### src/core/dcipc_consts.vh
/*
  Constants of the dual channel indicator panel control: register offsets,
  field positions, reset values and timing figures.
  Assumes a 40 MHz system clock and a plain byte-addressed register port.
*/
`ifndef DCIPC_CONSTS_VH
`define DCIPC_CONSTS_VH

// ----------------------------------------------------------------
// Timing
// ----------------------------------------------------------------
`define DCIPC_CLK_HZ        40000000
`define DCIPC_SAMPLE_HZ     100
`define DCIPC_SAMPLE_CYC    (`DCIPC_CLK_HZ / `DCIPC_SAMPLE_HZ)
`define DCIPC_TARE_HOLD_MS  1000
`define DCIPC_LOCK_HOLD_MS  2000
`define DCIPC_DEBOUNCE_MS   10
`define DCIPC_CALWIN_MS     3000
`define DCIPC_BLINK_MS      250
`define DCIPC_MS_CYC(ms)    ((`DCIPC_CLK_HZ / 1000) * (ms))

// ----------------------------------------------------------------
// Register offsets (byte addresses)
// ----------------------------------------------------------------
`define DCIPC_REG_CTRL      8'h00
`define DCIPC_REG_STATUS    8'h04
`define DCIPC_REG_INT_STAT  8'h08
`define DCIPC_REG_INT_MASK  8'h0C
`define DCIPC_REG_RES_A     8'h10
`define DCIPC_REG_RES_B     8'h14
`define DCIPC_REG_RES_T     8'h18
`define DCIPC_REG_TARE_A    8'h1C
`define DCIPC_REG_TARE_B    8'h20

// ----------------------------------------------------------------
// Fields and reset values
// ----------------------------------------------------------------
`define DCIPC_CTRL_SUB_BIT  0
`define DCIPC_CTRL_UNIT_LO  1
`define DCIPC_CTRL_RST      4'h0
`define DCIPC_EV_W          6
`define DCIPC_EV_SAMPLE     0
`define DCIPC_EV_TARE_SET   1
`define DCIPC_EV_TARE_CLR   2
`define DCIPC_EV_MODE       3
`define DCIPC_EV_LOCK       4
`define DCIPC_EV_REFUSE     5

// ----------------------------------------------------------------
// Modes and keys
// ----------------------------------------------------------------
`define DCIPC_M_MEAS        2'h0
`define DCIPC_M_SETT        2'h1
`define DCIPC_M_CALSEL      2'h2
`define DCIPC_K_MENU        0
`define DCIPC_K_TARE_A      1
`define DCIPC_K_TARE_B      2
`define DCIPC_K_CAN_A       3
`define DCIPC_K_CAN_B       4
`define DCIPC_K_ESC         5
`define DCIPC_K_COMMIT      6
`define DCIPC_NKEYS         7

`endif

### src/core/dcipc_panel.v
/*
  Front-panel control and measurement sequencing of a two-channel
  strain-gauge indicator: synchronous sampling, sum/difference, tare with
  non-volatile backing, seven keys with hold thresholds, key lock,
  calibration-lock entry, status lamps, register port and interrupt.
  Assumes: converter data and overload flags on this clock; keys and hold
  input are raw pins; non-volatile store presents saved tare at reset.
*/
`default_nettype none
`include "dcipc_consts.vh"

module dcipc_panel #(
  parameter DW        = 20,                                   // Sample width
  parameter SAMPLE    = `DCIPC_SAMPLE_CYC,                    // Cycles per sample
  parameter HOLD1     = `DCIPC_MS_CYC(`DCIPC_TARE_HOLD_MS),   // 1 s hold
  parameter HOLD2     = `DCIPC_MS_CYC(`DCIPC_LOCK_HOLD_MS),   // 2 s hold
  parameter DEBOUNCE  = `DCIPC_MS_CYC(`DCIPC_DEBOUNCE_MS),    // Debounce time
  parameter CALWIN    = `DCIPC_MS_CYC(`DCIPC_CALWIN_MS),      // Power-on window
  parameter BLINK     = `DCIPC_MS_CYC(`DCIPC_BLINK_MS)        // Half blink period
) (
  input  wire          mclk_i,          // System clock
  input  wire          arst_n_i,        // Async reset, active low
  input  wire [7:0]    addr_i,          // Register byte address
  input  wire [31:0]   wr_data_i,       // Write data
  input  wire          wr_i,            // Write strobe
  input  wire          rd_i,            // Read strobe
  output reg  [31:0]   rd_data_o,       // Read data, cycle after strobe
  output wire          irq_o,           // Level interrupt
  input  wire [6:0]    keys_i,          // Raw key pins, high pressed
  input  wire          hold_in_i,       // Raw external hold input
  output reg           conv_start_o,    // Converter start pulse
  input  wire [DW-1:0] first_input_channel_i,  // Channel A converter word
  input  wire [DW-1:0] second_input_channel_i, // Channel B converter word
  input  wire [1:0]    overload_i,      // Overload per channel
  input  wire [7:0]    cmp_hit_i,       // Comparator judgements
  output wire [7:0]    cmp_oc_o,        // Open-collector out, always low level
  output wire [7:0]    cmp_oc_oe_o,     // Open-collector enable
  output wire [7:0]    comparator_lamps_o, // Comparator lamps
  output wire [1:0]    tare_lamp_o,     // Tare lamps A,B
  output reg           hold_lamp_o,     // Hold lamp
  output wire [2:0]    unit_o,          // Unit indication
  output wire [1:0]    mode_o,          // Operating mode
  output wire          key_locked_o,    // Key lock state
  output wire          cal_lock_o,      // Calibration lock state
  output reg           locked_msg_o,    // Show locked message pulse
  output reg  [5:0]    nav_o,           // Settings navigation pulses
  output reg           commit_o,        // Commit setting pulse
  output reg           leave_o,         // Leave settings pulse
  input  wire [DW-1:0] nv_tare_a_i,     // Stored tare A
  input  wire [DW-1:0] nv_tare_b_i,     // Stored tare B
  input  wire [1:0]    nv_on_i,         // Stored tare enables
  output reg           nv_we_o,         // Non-volatile write pulse
  output reg  [DW-1:0] nv_tare_a_o,     // Tare A to store
  output reg  [DW-1:0] nv_tare_b_o,     // Tare B to store
  output reg  [1:0]    nv_on_o          // Tare enables to store
);

  // ----------------------------------------------------------------
  // Declarations
  // ----------------------------------------------------------------
  reg  [6:0]    k_s1;                   // Key sync stage 1
  reg  [6:0]    k_s2;                   // Key sync stage 2
  reg  [6:0]    k_lvl;                  // Debounced key level
  reg  [6:0]    press_p;                // Debounced press pulse
  reg  [6:0]    hold_p;                 // Hold threshold pulse
  reg  [6:0]    hold_done;              // Hold already fired this press
  reg  [31:0]   dbc [0:6];              // Debounce counters
  reg  [31:0]   hcnt [0:6];             // Hold counters
  reg  [1:0]    h_s;                    // Hold input sync
  reg  [31:0]   smp_cnt;                // Sample divider
  reg  [31:0]   blk_cnt;                // Blink divider
  reg  [31:0]   win_cnt;                // Power-on window counter
  reg  [1:0]    esc_cnt;                // Escapes within window
  reg           loaded;                 // Stored tare loaded
  reg  [1:0]    mode;                   // Operating mode
  reg           klock;                  // Key lock
  reg           cal_lock;               // Calibration lock
  reg           cal_cand;               // Calibration candidate
  reg  [3:0]    ctrl;                   // Control register
  reg  [5:0]    int_stat;               // Sticky events
  reg  [5:0]    int_mask;               // Event mask
  reg  [5:0]    ev;                     // Event pulses
  reg  [1:0]    tare_on;                // Tare subtraction active
  reg  [DW-1:0] tare_a;                 // Tare offset A
  reg  [DW-1:0] tare_b;                 // Tare offset B
  reg  [DW-1:0] raw_a;                  // Latest raw A
  reg  [DW-1:0] raw_b;                  // Latest raw B
  reg  [DW-1:0] res_a;                  // Net A
  reg  [DW-1:0] res_b;                  // Net B
  reg  [DW-1:0] res_t;                  // Combined result
  reg           smp_d;                  // Sample taken last cycle
  wire          tick;                   // Sample instant
  wire          in_win;                 // Inside power-on window
  wire [DW-1:0] net_a;                  // Net A combinational
  wire [DW-1:0] net_b;                  // Net B combinational
  genvar        gi;

  // ----------------------------------------------------------------
  // Key synchronise, debounce and hold timing
  // ----------------------------------------------------------------
  // Two flops per pin before any logic looks at it
  always @(posedge mclk_i or negedge arst_n_i) begin
    if (!arst_n_i) begin
      k_s1 <= 7'h00;
      k_s2 <= 7'h00;
      h_s  <= 2'h0;
    end else begin
      k_s1 <= keys_i;
      k_s2 <= k_s1;
      h_s  <= {h_s[0], hold_in_i};
    end
  end

  generate
    for (gi = 0; gi < `DCIPC_NKEYS; gi = gi + 1) begin : g_key
      // Level accepted after it stays put for the debounce time
      always @(posedge mclk_i or negedge arst_n_i) begin
        if (!arst_n_i) begin
          dbc[gi]       <= 32'h0;
          hcnt[gi]      <= 32'h0;
          k_lvl[gi]     <= 1'b0;
          press_p[gi]   <= 1'b0;
          hold_p[gi]    <= 1'b0;
          hold_done[gi] <= 1'b0;
        end else begin
          press_p[gi] <= 1'b0;
          hold_p[gi]  <= 1'b0;
          if (k_s2[gi] == k_lvl[gi]) begin
            dbc[gi] <= 32'h0;
          end else if (dbc[gi] >= DEBOUNCE - 1) begin
            dbc[gi]     <= 32'h0;
            k_lvl[gi]   <= k_s2[gi];
            press_p[gi] <= k_s2[gi];
          end else begin
            dbc[gi] <= dbc[gi] + 32'h1;
          end
          // Hold time counts from the debounced press only
          if (!k_lvl[gi]) begin
            hcnt[gi]      <= 32'h0;
            hold_done[gi] <= 1'b0;
          end else if (!hold_done[gi]) begin
            if (hcnt[gi] >= ((gi == `DCIPC_K_ESC) ? HOLD2 : HOLD1) - 1) begin
              hold_p[gi]    <= 1'b1;
              hold_done[gi] <= 1'b1;
            end else begin
              hcnt[gi] <= hcnt[gi] + 32'h1;
            end
          end
        end
      end
    end
  endgenerate

  // ----------------------------------------------------------------
  // Sampling and arithmetic
  // ----------------------------------------------------------------
  assign tick   = (smp_cnt == SAMPLE - 1);
  assign net_a  = tare_on[0] ? raw_a - tare_a : raw_a;
  assign net_b  = tare_on[1] ? raw_b - tare_b : raw_b;
  assign in_win = (win_cnt < CALWIN);

  // Both channels latched on one instant at the sample rate
  always @(posedge mclk_i or negedge arst_n_i) begin
    if (!arst_n_i) begin
      smp_cnt      <= 32'h0;
      conv_start_o <= 1'b0;
      raw_a        <= {DW{1'b0}};
      raw_b        <= {DW{1'b0}};
      res_a        <= {DW{1'b0}};
      res_b        <= {DW{1'b0}};
      res_t        <= {DW{1'b0}};
      smp_d        <= 1'b0;
    end else begin
      smp_cnt      <= tick ? 32'h0 : smp_cnt + 32'h1;
      conv_start_o <= tick;
      smp_d        <= tick;
      if (tick) begin
        raw_a <= first_input_channel_i;
        raw_b <= second_input_channel_i;
      end
      // Net and combined values formed together
      if (smp_d) begin
        res_a <= net_a;
        res_b <= net_b;
        res_t <= ctrl[`DCIPC_CTRL_SUB_BIT] ? net_a - net_b : net_a + net_b;
      end
    end
  end

  // ----------------------------------------------------------------
  // Lamps and pins
  // ----------------------------------------------------------------
  assign cmp_oc_o           = 8'h00;         // Transistor pulls low
  assign cmp_oc_oe_o        = cmp_hit_i;
  assign comparator_lamps_o = cmp_hit_i;
  assign tare_lamp_o        = tare_on;
  assign unit_o             = ctrl[3:1];     // Indication only, no scaling
  assign mode_o             = mode;
  assign key_locked_o       = klock;
  assign cal_lock_o         = cal_lock;

  // Hold lamp toggles while hold input is active
  always @(posedge mclk_i or negedge arst_n_i) begin
    if (!arst_n_i) begin
      blk_cnt     <= 32'h0;
      hold_lamp_o <= 1'b0;
    end else if (!h_s[1]) begin
      blk_cnt     <= 32'h0;
      hold_lamp_o <= 1'b0;
    end else if (blk_cnt >= BLINK - 1) begin
      blk_cnt     <= 32'h0;
      hold_lamp_o <= ~hold_lamp_o;
    end else begin
      blk_cnt <= blk_cnt + 32'h1;
    end
  end

  // ----------------------------------------------------------------
  // Mode, key actions, tare and storage
  // ----------------------------------------------------------------
  always @(posedge mclk_i or negedge arst_n_i) begin
    if (!arst_n_i) begin
      mode         <= `DCIPC_M_MEAS;
      klock        <= 1'b0;
      cal_lock     <= 1'b1;
      cal_cand     <= 1'b1;
      win_cnt      <= 32'h0;
      esc_cnt      <= 2'h0;
      loaded       <= 1'b0;
      tare_on      <= 2'h0;
      tare_a       <= {DW{1'b0}};
      tare_b       <= {DW{1'b0}};
      ev           <= 6'h00;
      locked_msg_o <= 1'b0;
      nav_o        <= 6'h00;
      commit_o     <= 1'b0;
      leave_o      <= 1'b0;
      nv_we_o      <= 1'b0;
      nv_tare_a_o  <= {DW{1'b0}};
      nv_tare_b_o  <= {DW{1'b0}};
      nv_on_o      <= 2'h0;
    end else begin
      ev           <= {5'h00, smp_d};
      locked_msg_o <= 1'b0;
      nav_o        <= 6'h00;
      commit_o     <= 1'b0;
      leave_o      <= 1'b0;
      nv_we_o      <= 1'b0;
      if (in_win) begin
        win_cnt <= win_cnt + 32'h1;
      end
      if (!loaded) begin
        // Stored tare taken up once after reset release
        loaded  <= 1'b1;
        tare_a  <= nv_tare_a_i;
        tare_b  <= nv_tare_b_i;
        tare_on <= nv_on_i;
      end else begin
        case (mode)
          `DCIPC_M_MEAS: begin
            if (in_win && press_p[`DCIPC_K_ESC]) begin
              // Third escape inside the window opens cal-lock choice
              esc_cnt <= esc_cnt + 2'h1;
              if (esc_cnt == 2'h2) begin
                mode     <= `DCIPC_M_CALSEL;
                cal_cand <= cal_lock;
              end
            end
            if (hold_p[`DCIPC_K_ESC]) begin
              klock     <= ~klock;
              ev[`DCIPC_EV_LOCK] <= 1'b1;
            end
            if (klock) begin
              locked_msg_o <= |(press_p & 7'h5F);
            end else begin
              if (hold_p[`DCIPC_K_MENU]) begin
                mode <= `DCIPC_M_SETT;
                ev[`DCIPC_EV_MODE] <= 1'b1;
              end
              if (hold_p[`DCIPC_K_TARE_A]) begin
                if (overload_i[0]) begin
                  ev[`DCIPC_EV_REFUSE] <= 1'b1;
                end else begin
                  tare_a     <= raw_a;
                  tare_on[0] <= 1'b1;
                  ev[`DCIPC_EV_TARE_SET] <= 1'b1;
                end
              end
              if (hold_p[`DCIPC_K_TARE_B]) begin
                if (overload_i[1]) begin
                  ev[`DCIPC_EV_REFUSE] <= 1'b1;
                end else begin
                  tare_b     <= raw_b;
                  tare_on[1] <= 1'b1;
                  ev[`DCIPC_EV_TARE_SET] <= 1'b1;
                end
              end
              if (hold_p[`DCIPC_K_CAN_A] || hold_p[`DCIPC_K_CAN_B]) begin
                if (hold_p[`DCIPC_K_CAN_A]) tare_on[0] <= 1'b0;
                if (hold_p[`DCIPC_K_CAN_B]) tare_on[1] <= 1'b0;
                ev[`DCIPC_EV_TARE_CLR] <= 1'b1;
              end
            end
          end
          `DCIPC_M_SETT: begin
            // Settings key ignored here
            nav_o[1:0] <= {press_p[`DCIPC_K_TARE_B], press_p[`DCIPC_K_TARE_A]};
            nav_o[3:2] <= {press_p[`DCIPC_K_CAN_B], press_p[`DCIPC_K_CAN_A]};
            commit_o   <= press_p[`DCIPC_K_COMMIT];
            if (press_p[`DCIPC_K_ESC]) begin
              leave_o <= 1'b1;
              mode    <= `DCIPC_M_MEAS;
              ev[`DCIPC_EV_MODE] <= 1'b1;
            end
          end
          `DCIPC_M_CALSEL: begin
            if (press_p[`DCIPC_K_TARE_A] || press_p[`DCIPC_K_TARE_B]) begin
              cal_cand <= ~cal_cand;
            end
            if (press_p[`DCIPC_K_COMMIT]) begin
              cal_lock <= cal_cand;
              mode     <= `DCIPC_M_MEAS;
              ev[`DCIPC_EV_MODE] <= 1'b1;
            end
          end
          default: begin
            mode <= `DCIPC_M_MEAS;
          end
        endcase
      end
      // Any tare change is written through to storage
      if (ev[`DCIPC_EV_TARE_SET] || ev[`DCIPC_EV_TARE_CLR]) begin
        nv_we_o     <= 1'b1;
        nv_tare_a_o <= tare_a;
        nv_tare_b_o <= tare_b;
        nv_on_o     <= tare_on;
      end
    end
  end

  // ----------------------------------------------------------------
  // Register port and interrupt
  // ----------------------------------------------------------------
  assign irq_o = |(int_stat & int_mask);

  // Writes, sticky status; a new event beats a clear in the same cycle
  always @(posedge mclk_i or negedge arst_n_i) begin
    if (!arst_n_i) begin
      ctrl     <= `DCIPC_CTRL_RST;
      int_stat <= 6'h00;
      int_mask <= 6'h00;
    end else begin
      if (wr_i && addr_i == `DCIPC_REG_CTRL) ctrl <= wr_data_i[3:0];
      if (wr_i && addr_i == `DCIPC_REG_INT_MASK) int_mask <= wr_data_i[5:0];
      if (wr_i && addr_i == `DCIPC_REG_INT_STAT) begin
        int_stat <= (int_stat & ~wr_data_i[5:0]) | ev;
      end else begin
        int_stat <= int_stat | ev;
      end
    end
  end

  // Read data one cycle after the strobe, zero otherwise
  always @(posedge mclk_i or negedge arst_n_i) begin
    if (!arst_n_i) begin
      rd_data_o <= 32'h0;
    end else if (!rd_i) begin
      rd_data_o <= 32'h0;
    end else begin
      case (addr_i)
        `DCIPC_REG_CTRL:     rd_data_o <= {28'h0, ctrl};
        `DCIPC_REG_STATUS:   rd_data_o <= {25'h0, h_s[1], cal_lock, klock, tare_on, mode};
        `DCIPC_REG_INT_STAT: rd_data_o <= {26'h0, int_stat};
        `DCIPC_REG_INT_MASK: rd_data_o <= {26'h0, int_mask};
        `DCIPC_REG_RES_A:    rd_data_o <= {{(32-DW){res_a[DW-1]}}, res_a};
        `DCIPC_REG_RES_B:    rd_data_o <= {{(32-DW){res_b[DW-1]}}, res_b};
        `DCIPC_REG_RES_T:    rd_data_o <= {{(32-DW){res_t[DW-1]}}, res_t};
        `DCIPC_REG_TARE_A:   rd_data_o <= {{(32-DW){tare_a[DW-1]}}, tare_a};
        `DCIPC_REG_TARE_B:   rd_data_o <= {{(32-DW){tare_b[DW-1]}}, tare_b};
        default:             rd_data_o <= 32'h0;
      endcase
    end
  end

endmodule // dcipc_panel
`default_nettype wire

### config.mk
export PLATFORM = sky130hd
export DESIGN_NAME = dcipc_panel
export DESIGN_NICKNAME = d
export VERILOG_FILES = /design/src/core/dcipc_panel.v
export VERILOG_INCLUDE_DIRS = /design/src /design/src/core
export SDC_FILE = /design/constraint.sdc
export NUM_CORES = 2
export LEC_CHECK = 0
export BUFFER_PORTS_ARGS = -buffer_cell sky130_fd_sc_hd__buf_2
export CORE_MARGIN = 3
export CORE_UTILIZATION = 30
export CTS_CLUSTER_SIZE = 8
export DETAILED_ROUTE_END_ITERATION = 7
export HOLD_SLACK_MARGIN = 0.02
export REMOVE_ABC_BUFFERS = 1
export SLEW_MARGIN = 20
export SYNTH_ARGS = -nofsm -noshare
export SYNTH_HDL_FRONTEND = slang
export SYNTH_SLANG_ARGS = --single-unit
### constraint.sdc
create_clock -name mclk_i -period 8.6 [get_ports mclk_i]
set_input_delay 0.86 -clock mclk_i [delete_from_list [all_inputs] [get_ports mclk_i]]
set_output_delay 0.86 -clock mclk_i [all_outputs]
set_load 0.05 [all_outputs]
==> flow_summary.json <==
{
  "grt_pass1_vias": 26100,
  "synth_cell_types": 89,
  "power_frac_seq_pct": 46.5,
  "cp_max_fo": 5,
  "viasPerCell": 4.74,
  "path_cells": "inv_1 > ha_1 > nor2b_1 > o31ai_1 > a21oi_1 > or3_1 > a31oi_1 > and3_1 > a21oi_1 > xor2_1 > ha_1 > a21oi_1 > nor2b_1 > o21ai_0 > nand2b_1 > a221o_1 > a211o_1 > a21o_1 > a21oi_1 > xor3_1 > xor2_1 > mux2_2",
  "hold_viol_final": 0,
  "r2r_slack_ns": 2.97,
  "required_ns": 9.20,
  "crit_cells": 22,
  "drv_slew": 0,
  "r2r-end": "res_t[19]$_DFFE_PN0P_",
  "yosysWarnings": 0,
  "cts_tree": "done",
  "clock_latency_ns": 0.73,
  "synth_edf_count": 0,
  "ys_seq_elements": 798,
  "syn_inst": 3608,
  "core_um2": 124000,
  "outcome": "finished, final reports clean",
  "period_share_pct": 65.4,
  "port_buffers": 203,
  "power_per_cell_area_nw_per_um2": 193,
  "multi_input_area_um2": 16900,
  "p_total_mw": 8.40,
  "fp.dieW_um": 360,
  "areaGrowthSynthToFinish_pct": 16.3,
  "die_height_um": 360,
  "cp.arrival_ns": 6.23,
  "ys_dominant_reg_cell": "dfrtp_1",
  "drt_iter0_drc": 1818,
  "gp_congestion": 0.865,
  "drv_cap": 0,
  "layout-drive-gt1-share_pct": 13.2,
  "p_switching_mw": 2.04,
  "dieArea_um2": 129000,
  "final_nets": 4125,
  "leakage_nw": 20.1,
  "track_usage_pct": 13.7,
  "end_kind": "register",
  "via_count": 26400,
  "clkSlewWorstSetupHoldPaths_ns": 0.05,
  "critical_path.most_common_cell": "a21oi_1",
  "cts_buffers": 111,
  "syn_area_um2": 37500,
  "rsz0062_at_grt": "no",
  "worstSetupPathType": "register to register",
  "dp_hpwl_um": 62200,
  "tns_ns": 0,
  "antenna_found_initial": 13,
  "cts_sinks": 798,
  "fin_area_um2": 43600,
  "crit_family": "compound AO/OA/AOI/OAI gates",
  "ys_seq_area_share_pct": 53.2,
  "worst-path-buf-inv": 1,
  "fin_ws_ns": 2.97,
  "grt_overflow": 0,
  "max_stage_delay_ns": 0.43,
  "io_pins": 264,
  "synthSimpleGateAreaFrac_pct": 18.6,
  "pwr-share-comb_pct": 6.6,
  "synth_top_family_by_area": "simple AND/OR/NAND/NOR gates",
  "seq_area_um2": 20000,
  "setup_viol": 0,
  "synth_compound_area_share_pct": 8.63,
  "synth_adder_area_share_pct": 2.66,
  "cts.hold.buffers_added": 0,
  "post-place-ws_ns": 3.02,
  "cp-endpoint": "res_t[19]$_DFFE_PN0P_",
  "cellInternalPower_mw": 6.36,
  "final.min_clock_period_ns": 5.63,
  "syn_avg_cell_area_um2": 10.4,
  "placed_area_um2": 40600,
  "firstDrtPassIters": 5,
  "r2r_start": "tare_b[2]$_DFFE_PN0P_",
  "p_clk_share_pct": 46.9,
  "wl_per_cell_um": 16.1,
  "grt_max_degree": 167,
  "grt_pass1_wl_um": 144000,
  "rows": 129,
  "routed_wl_um": 89500,
  "post_cts_buffers": 0,
  "clock_skew_ns": 0.0539,
  "fillers": 12400,
  "clockRootBuffer": "clkbuf_16",
  "post-route-util_pct": 35.2,
  "clock_path_buffers": 3,
  "ctsHtreeMaxLevel": 3,
  "muxShareOfSynthArea_pct": 5.08,
  "reg2regPathDepth": 22,
  "synth-xor-area-share_pct": 8.79,
  "drc": 0,
  "swShare_pct": 24.3,
  "cp-start-kind": "register",
  "critical_path.slowest_cell": "o31ai_1",
  "synth-async-reset-ratio_pct": 100,
  "post_cts_resized": 0,
  "start_util_pct": 30.3,
  "ant_nets": 0,
  "fmax_mhz": 178,
  "vdd_ir_drop_max_mv": 0.160,
  "relSlewSlack_pct": 28.8,
  "hold_path.class": "input pin to asynchronous set/reset pin",
  "tightest_slew_ns": 1.07,
  "critPathLaunch": "tare_b[2]$_DFFE_PN0P_"
}
synthesized netlist by cell type (7+ instances only):
| library cell | number | area, µm² |
|---|---|---|
| buf_1 | 8 | 30.0 |
| nand2_1 | 269 | 1010 |
| a22oi_1 | 45 | 338 |
| nor2_1 | 410 | 1540 |
| mux2i_1 | 51 | 510 |
| nand2b_1 | 32 | 200 |
| and4_1 | 16 | 140 |
| nor4_1 | 39 | 244 |
| o21a_1 | 17 | 128 |
| a21o_1 | 19 | 143 |
| a21oi_1 | 168 | 841 |
| and2_1 | 161 | 1010 |
| dfrtp_1 | 796 | 19900 |
| o31ai_1 | 14 | 105 |
| xnor2_1 | 218 | 1910 |
| a211o_1 | 9 | 78.8 |
| inv_1 | 102 | 383 |
| or3_1 | 36 | 225 |
| a21boi_0 | 10 | 75.1 |
| and3_1 | 66 | 413 |
| nand3_1 | 158 | 791 |
| nor3b_1 | 15 | 113 |
| nor2b_1 | 33 | 206 |
| xor2_1 | 156 | 1370 |
| o211ai_1 | 7 | 52.6 |
| a211oi_1 | 8 | 60.1 |
| ha_1 | 75 | 938 |
| or4_1 | 8 | 60.1 |
| nand4_1 | 66 | 413 |
| a31oi_1 | 31 | 194 |
| mux2_2 | 124 | 1400 |
| buf_4 | 42 | 315 |
| o21ai_0 | 113 | 566 |
| nor3_1 | 65 | 325 |
| clkbuf_1 | 107 | 402 |
power by group through the flow:
stage | registers, mW | clock network, mW | logic, mW
global route | 3.92 | 4.23 | 0.628
global placement | 3.97 | 0 | 0.553
detailed placement | 3.97 | 0 | 0.559
CTS | 3.91 | 4.08 | 0.562
finish | 3.91 | 3.94 | 0.555
floorplan | 3.97 | 0 | 0.304
worst register-to-register path, stage by stage (launching register included):
cell and delay, ns:
dfrtp_1 0.39, inv_1 0.09, ha_1 0.34, nor2b_1 0.19, o31ai_1 0.43, a21oi_1 0.16
or3_1 0.34, a31oi_1 0.42, and3_1 0.30, a21oi_1 0.10, xor2_1 0.19, ha_1 0.37
a21oi_1 0.16, nor2b_1 0.05, o21ai_0 0.17, nand2b_1 0.10, a221o_1 0.37, a211o_1 0.31
a21o_1 0.19, a21oi_1 0.18, xor3_1 0.26, xor2_1 0.15, mux2_2 0.27
final cells by class:
class | instances | share of cell area (%)
flip-flops and latches | 798 | 45.8
clock inverters | 8 | 0.376
repair buffers | 233 | 2.98
multi-input cells | 2656 | 38.6
diodes | 6 | 0.0344
inverters | 103 | 0.886
clock buffers | 135 | 6.64
well taps | 1637 | 4.69
worst min-delay path by stage:
stage                                        endpoint  slack (ns)  cells past startpoint
final                          nv_on_o[0]$_DFFE_PN0P_        0.15                      1
after detailed placement            k_s2[5]$_DFF_PN0_        0.33                      0
after global placement               h_s[1]$_DFF_PN0_        0.33                      0
after CTS                      nv_on_o[0]$_DFFE_PN0P_        0.17                      1
after global routing      nv_tare_a_o[16]$_DFFE_PN0P_        0.20                      1
after floorplan                      h_s[1]$_DFF_PN0_        0.33                      0
placed cells by master, fill, tap and decap left out, types with 6 or more instances in the layout:
master / instances
a211o_1: 9
a211oi_1: 8
a21boi_0: 10
a21boi_1: 6
a21o_1: 19
a21oi_1: 168
a22oi_1: 45
a31oi_1: 31
and2_1: 161
and3_1: 66
and4_1: 16
buf_2: 202
buf_4: 26
clkbuf_1: 21
clkbuf_16: 111
conb_1: 110
dfrtp_1: 794
diode_2: 6
ha_1: 75
inv_1: 102
mux2_2: 124
mux2i_1: 51
nand2_1: 269
nand2b_1: 31
nand3_1: 158
nand4_1: 66
nor2_1: 408
nor2b_1: 33
nor3_1: 64
nor3b_1: 15
nor4_1: 38
o211ai_1: 7
o21a_1: 17
o21ai_0: 112
o31ai_1: 14
or3_1: 36
or4_1: 8
xnor2_1: 218
xor2_1: 156
routing by layer:
layer / part of all wire, % / routed length, µm / GRT usage (%) / vias to the layer above
met5: 0.061 / 55 / 0 / -
met4: 2.6 / 2360 / 3.96 / 8
met2: 43 / 38700 / 20.7 / 586
met1: 46 / 41500 / 18.9 / 12800
met3: 7.7 / 6880 / 4.31 / 159
li1: - / - / - / 12900
metrics by stage:
step / hold slack (ns) / instances
after floorplan: 0.331 / 3557
after global routing: 0.204 / 5570
after detailed placement: 0.335 / 5427
after global placement: 0.333 / 5427
final: 0.149 / 5576
after CTS: 0.172 / 5570
cell families (layout without fill, tap and decap cells):
kind of cell,count (synthesis),in the layout
compound gates,514,514
xor+xnor,375,375
fa+ha+maj,78,78
buf+inv,262,479
flops,798,798
mux,175,175
other cells,2,116
simple gates,1404,1404
registers in the layout, indices dropped and copies added (netlist names), 32 cells and up:
| signal | count |
|---|---|
| blk_cnt | 32 |
| dbc | 224 |
| win_cnt | 32 |
| smp_cnt | 32 |
| hcnt | 192 |
(Power assumes the default switching activity.)
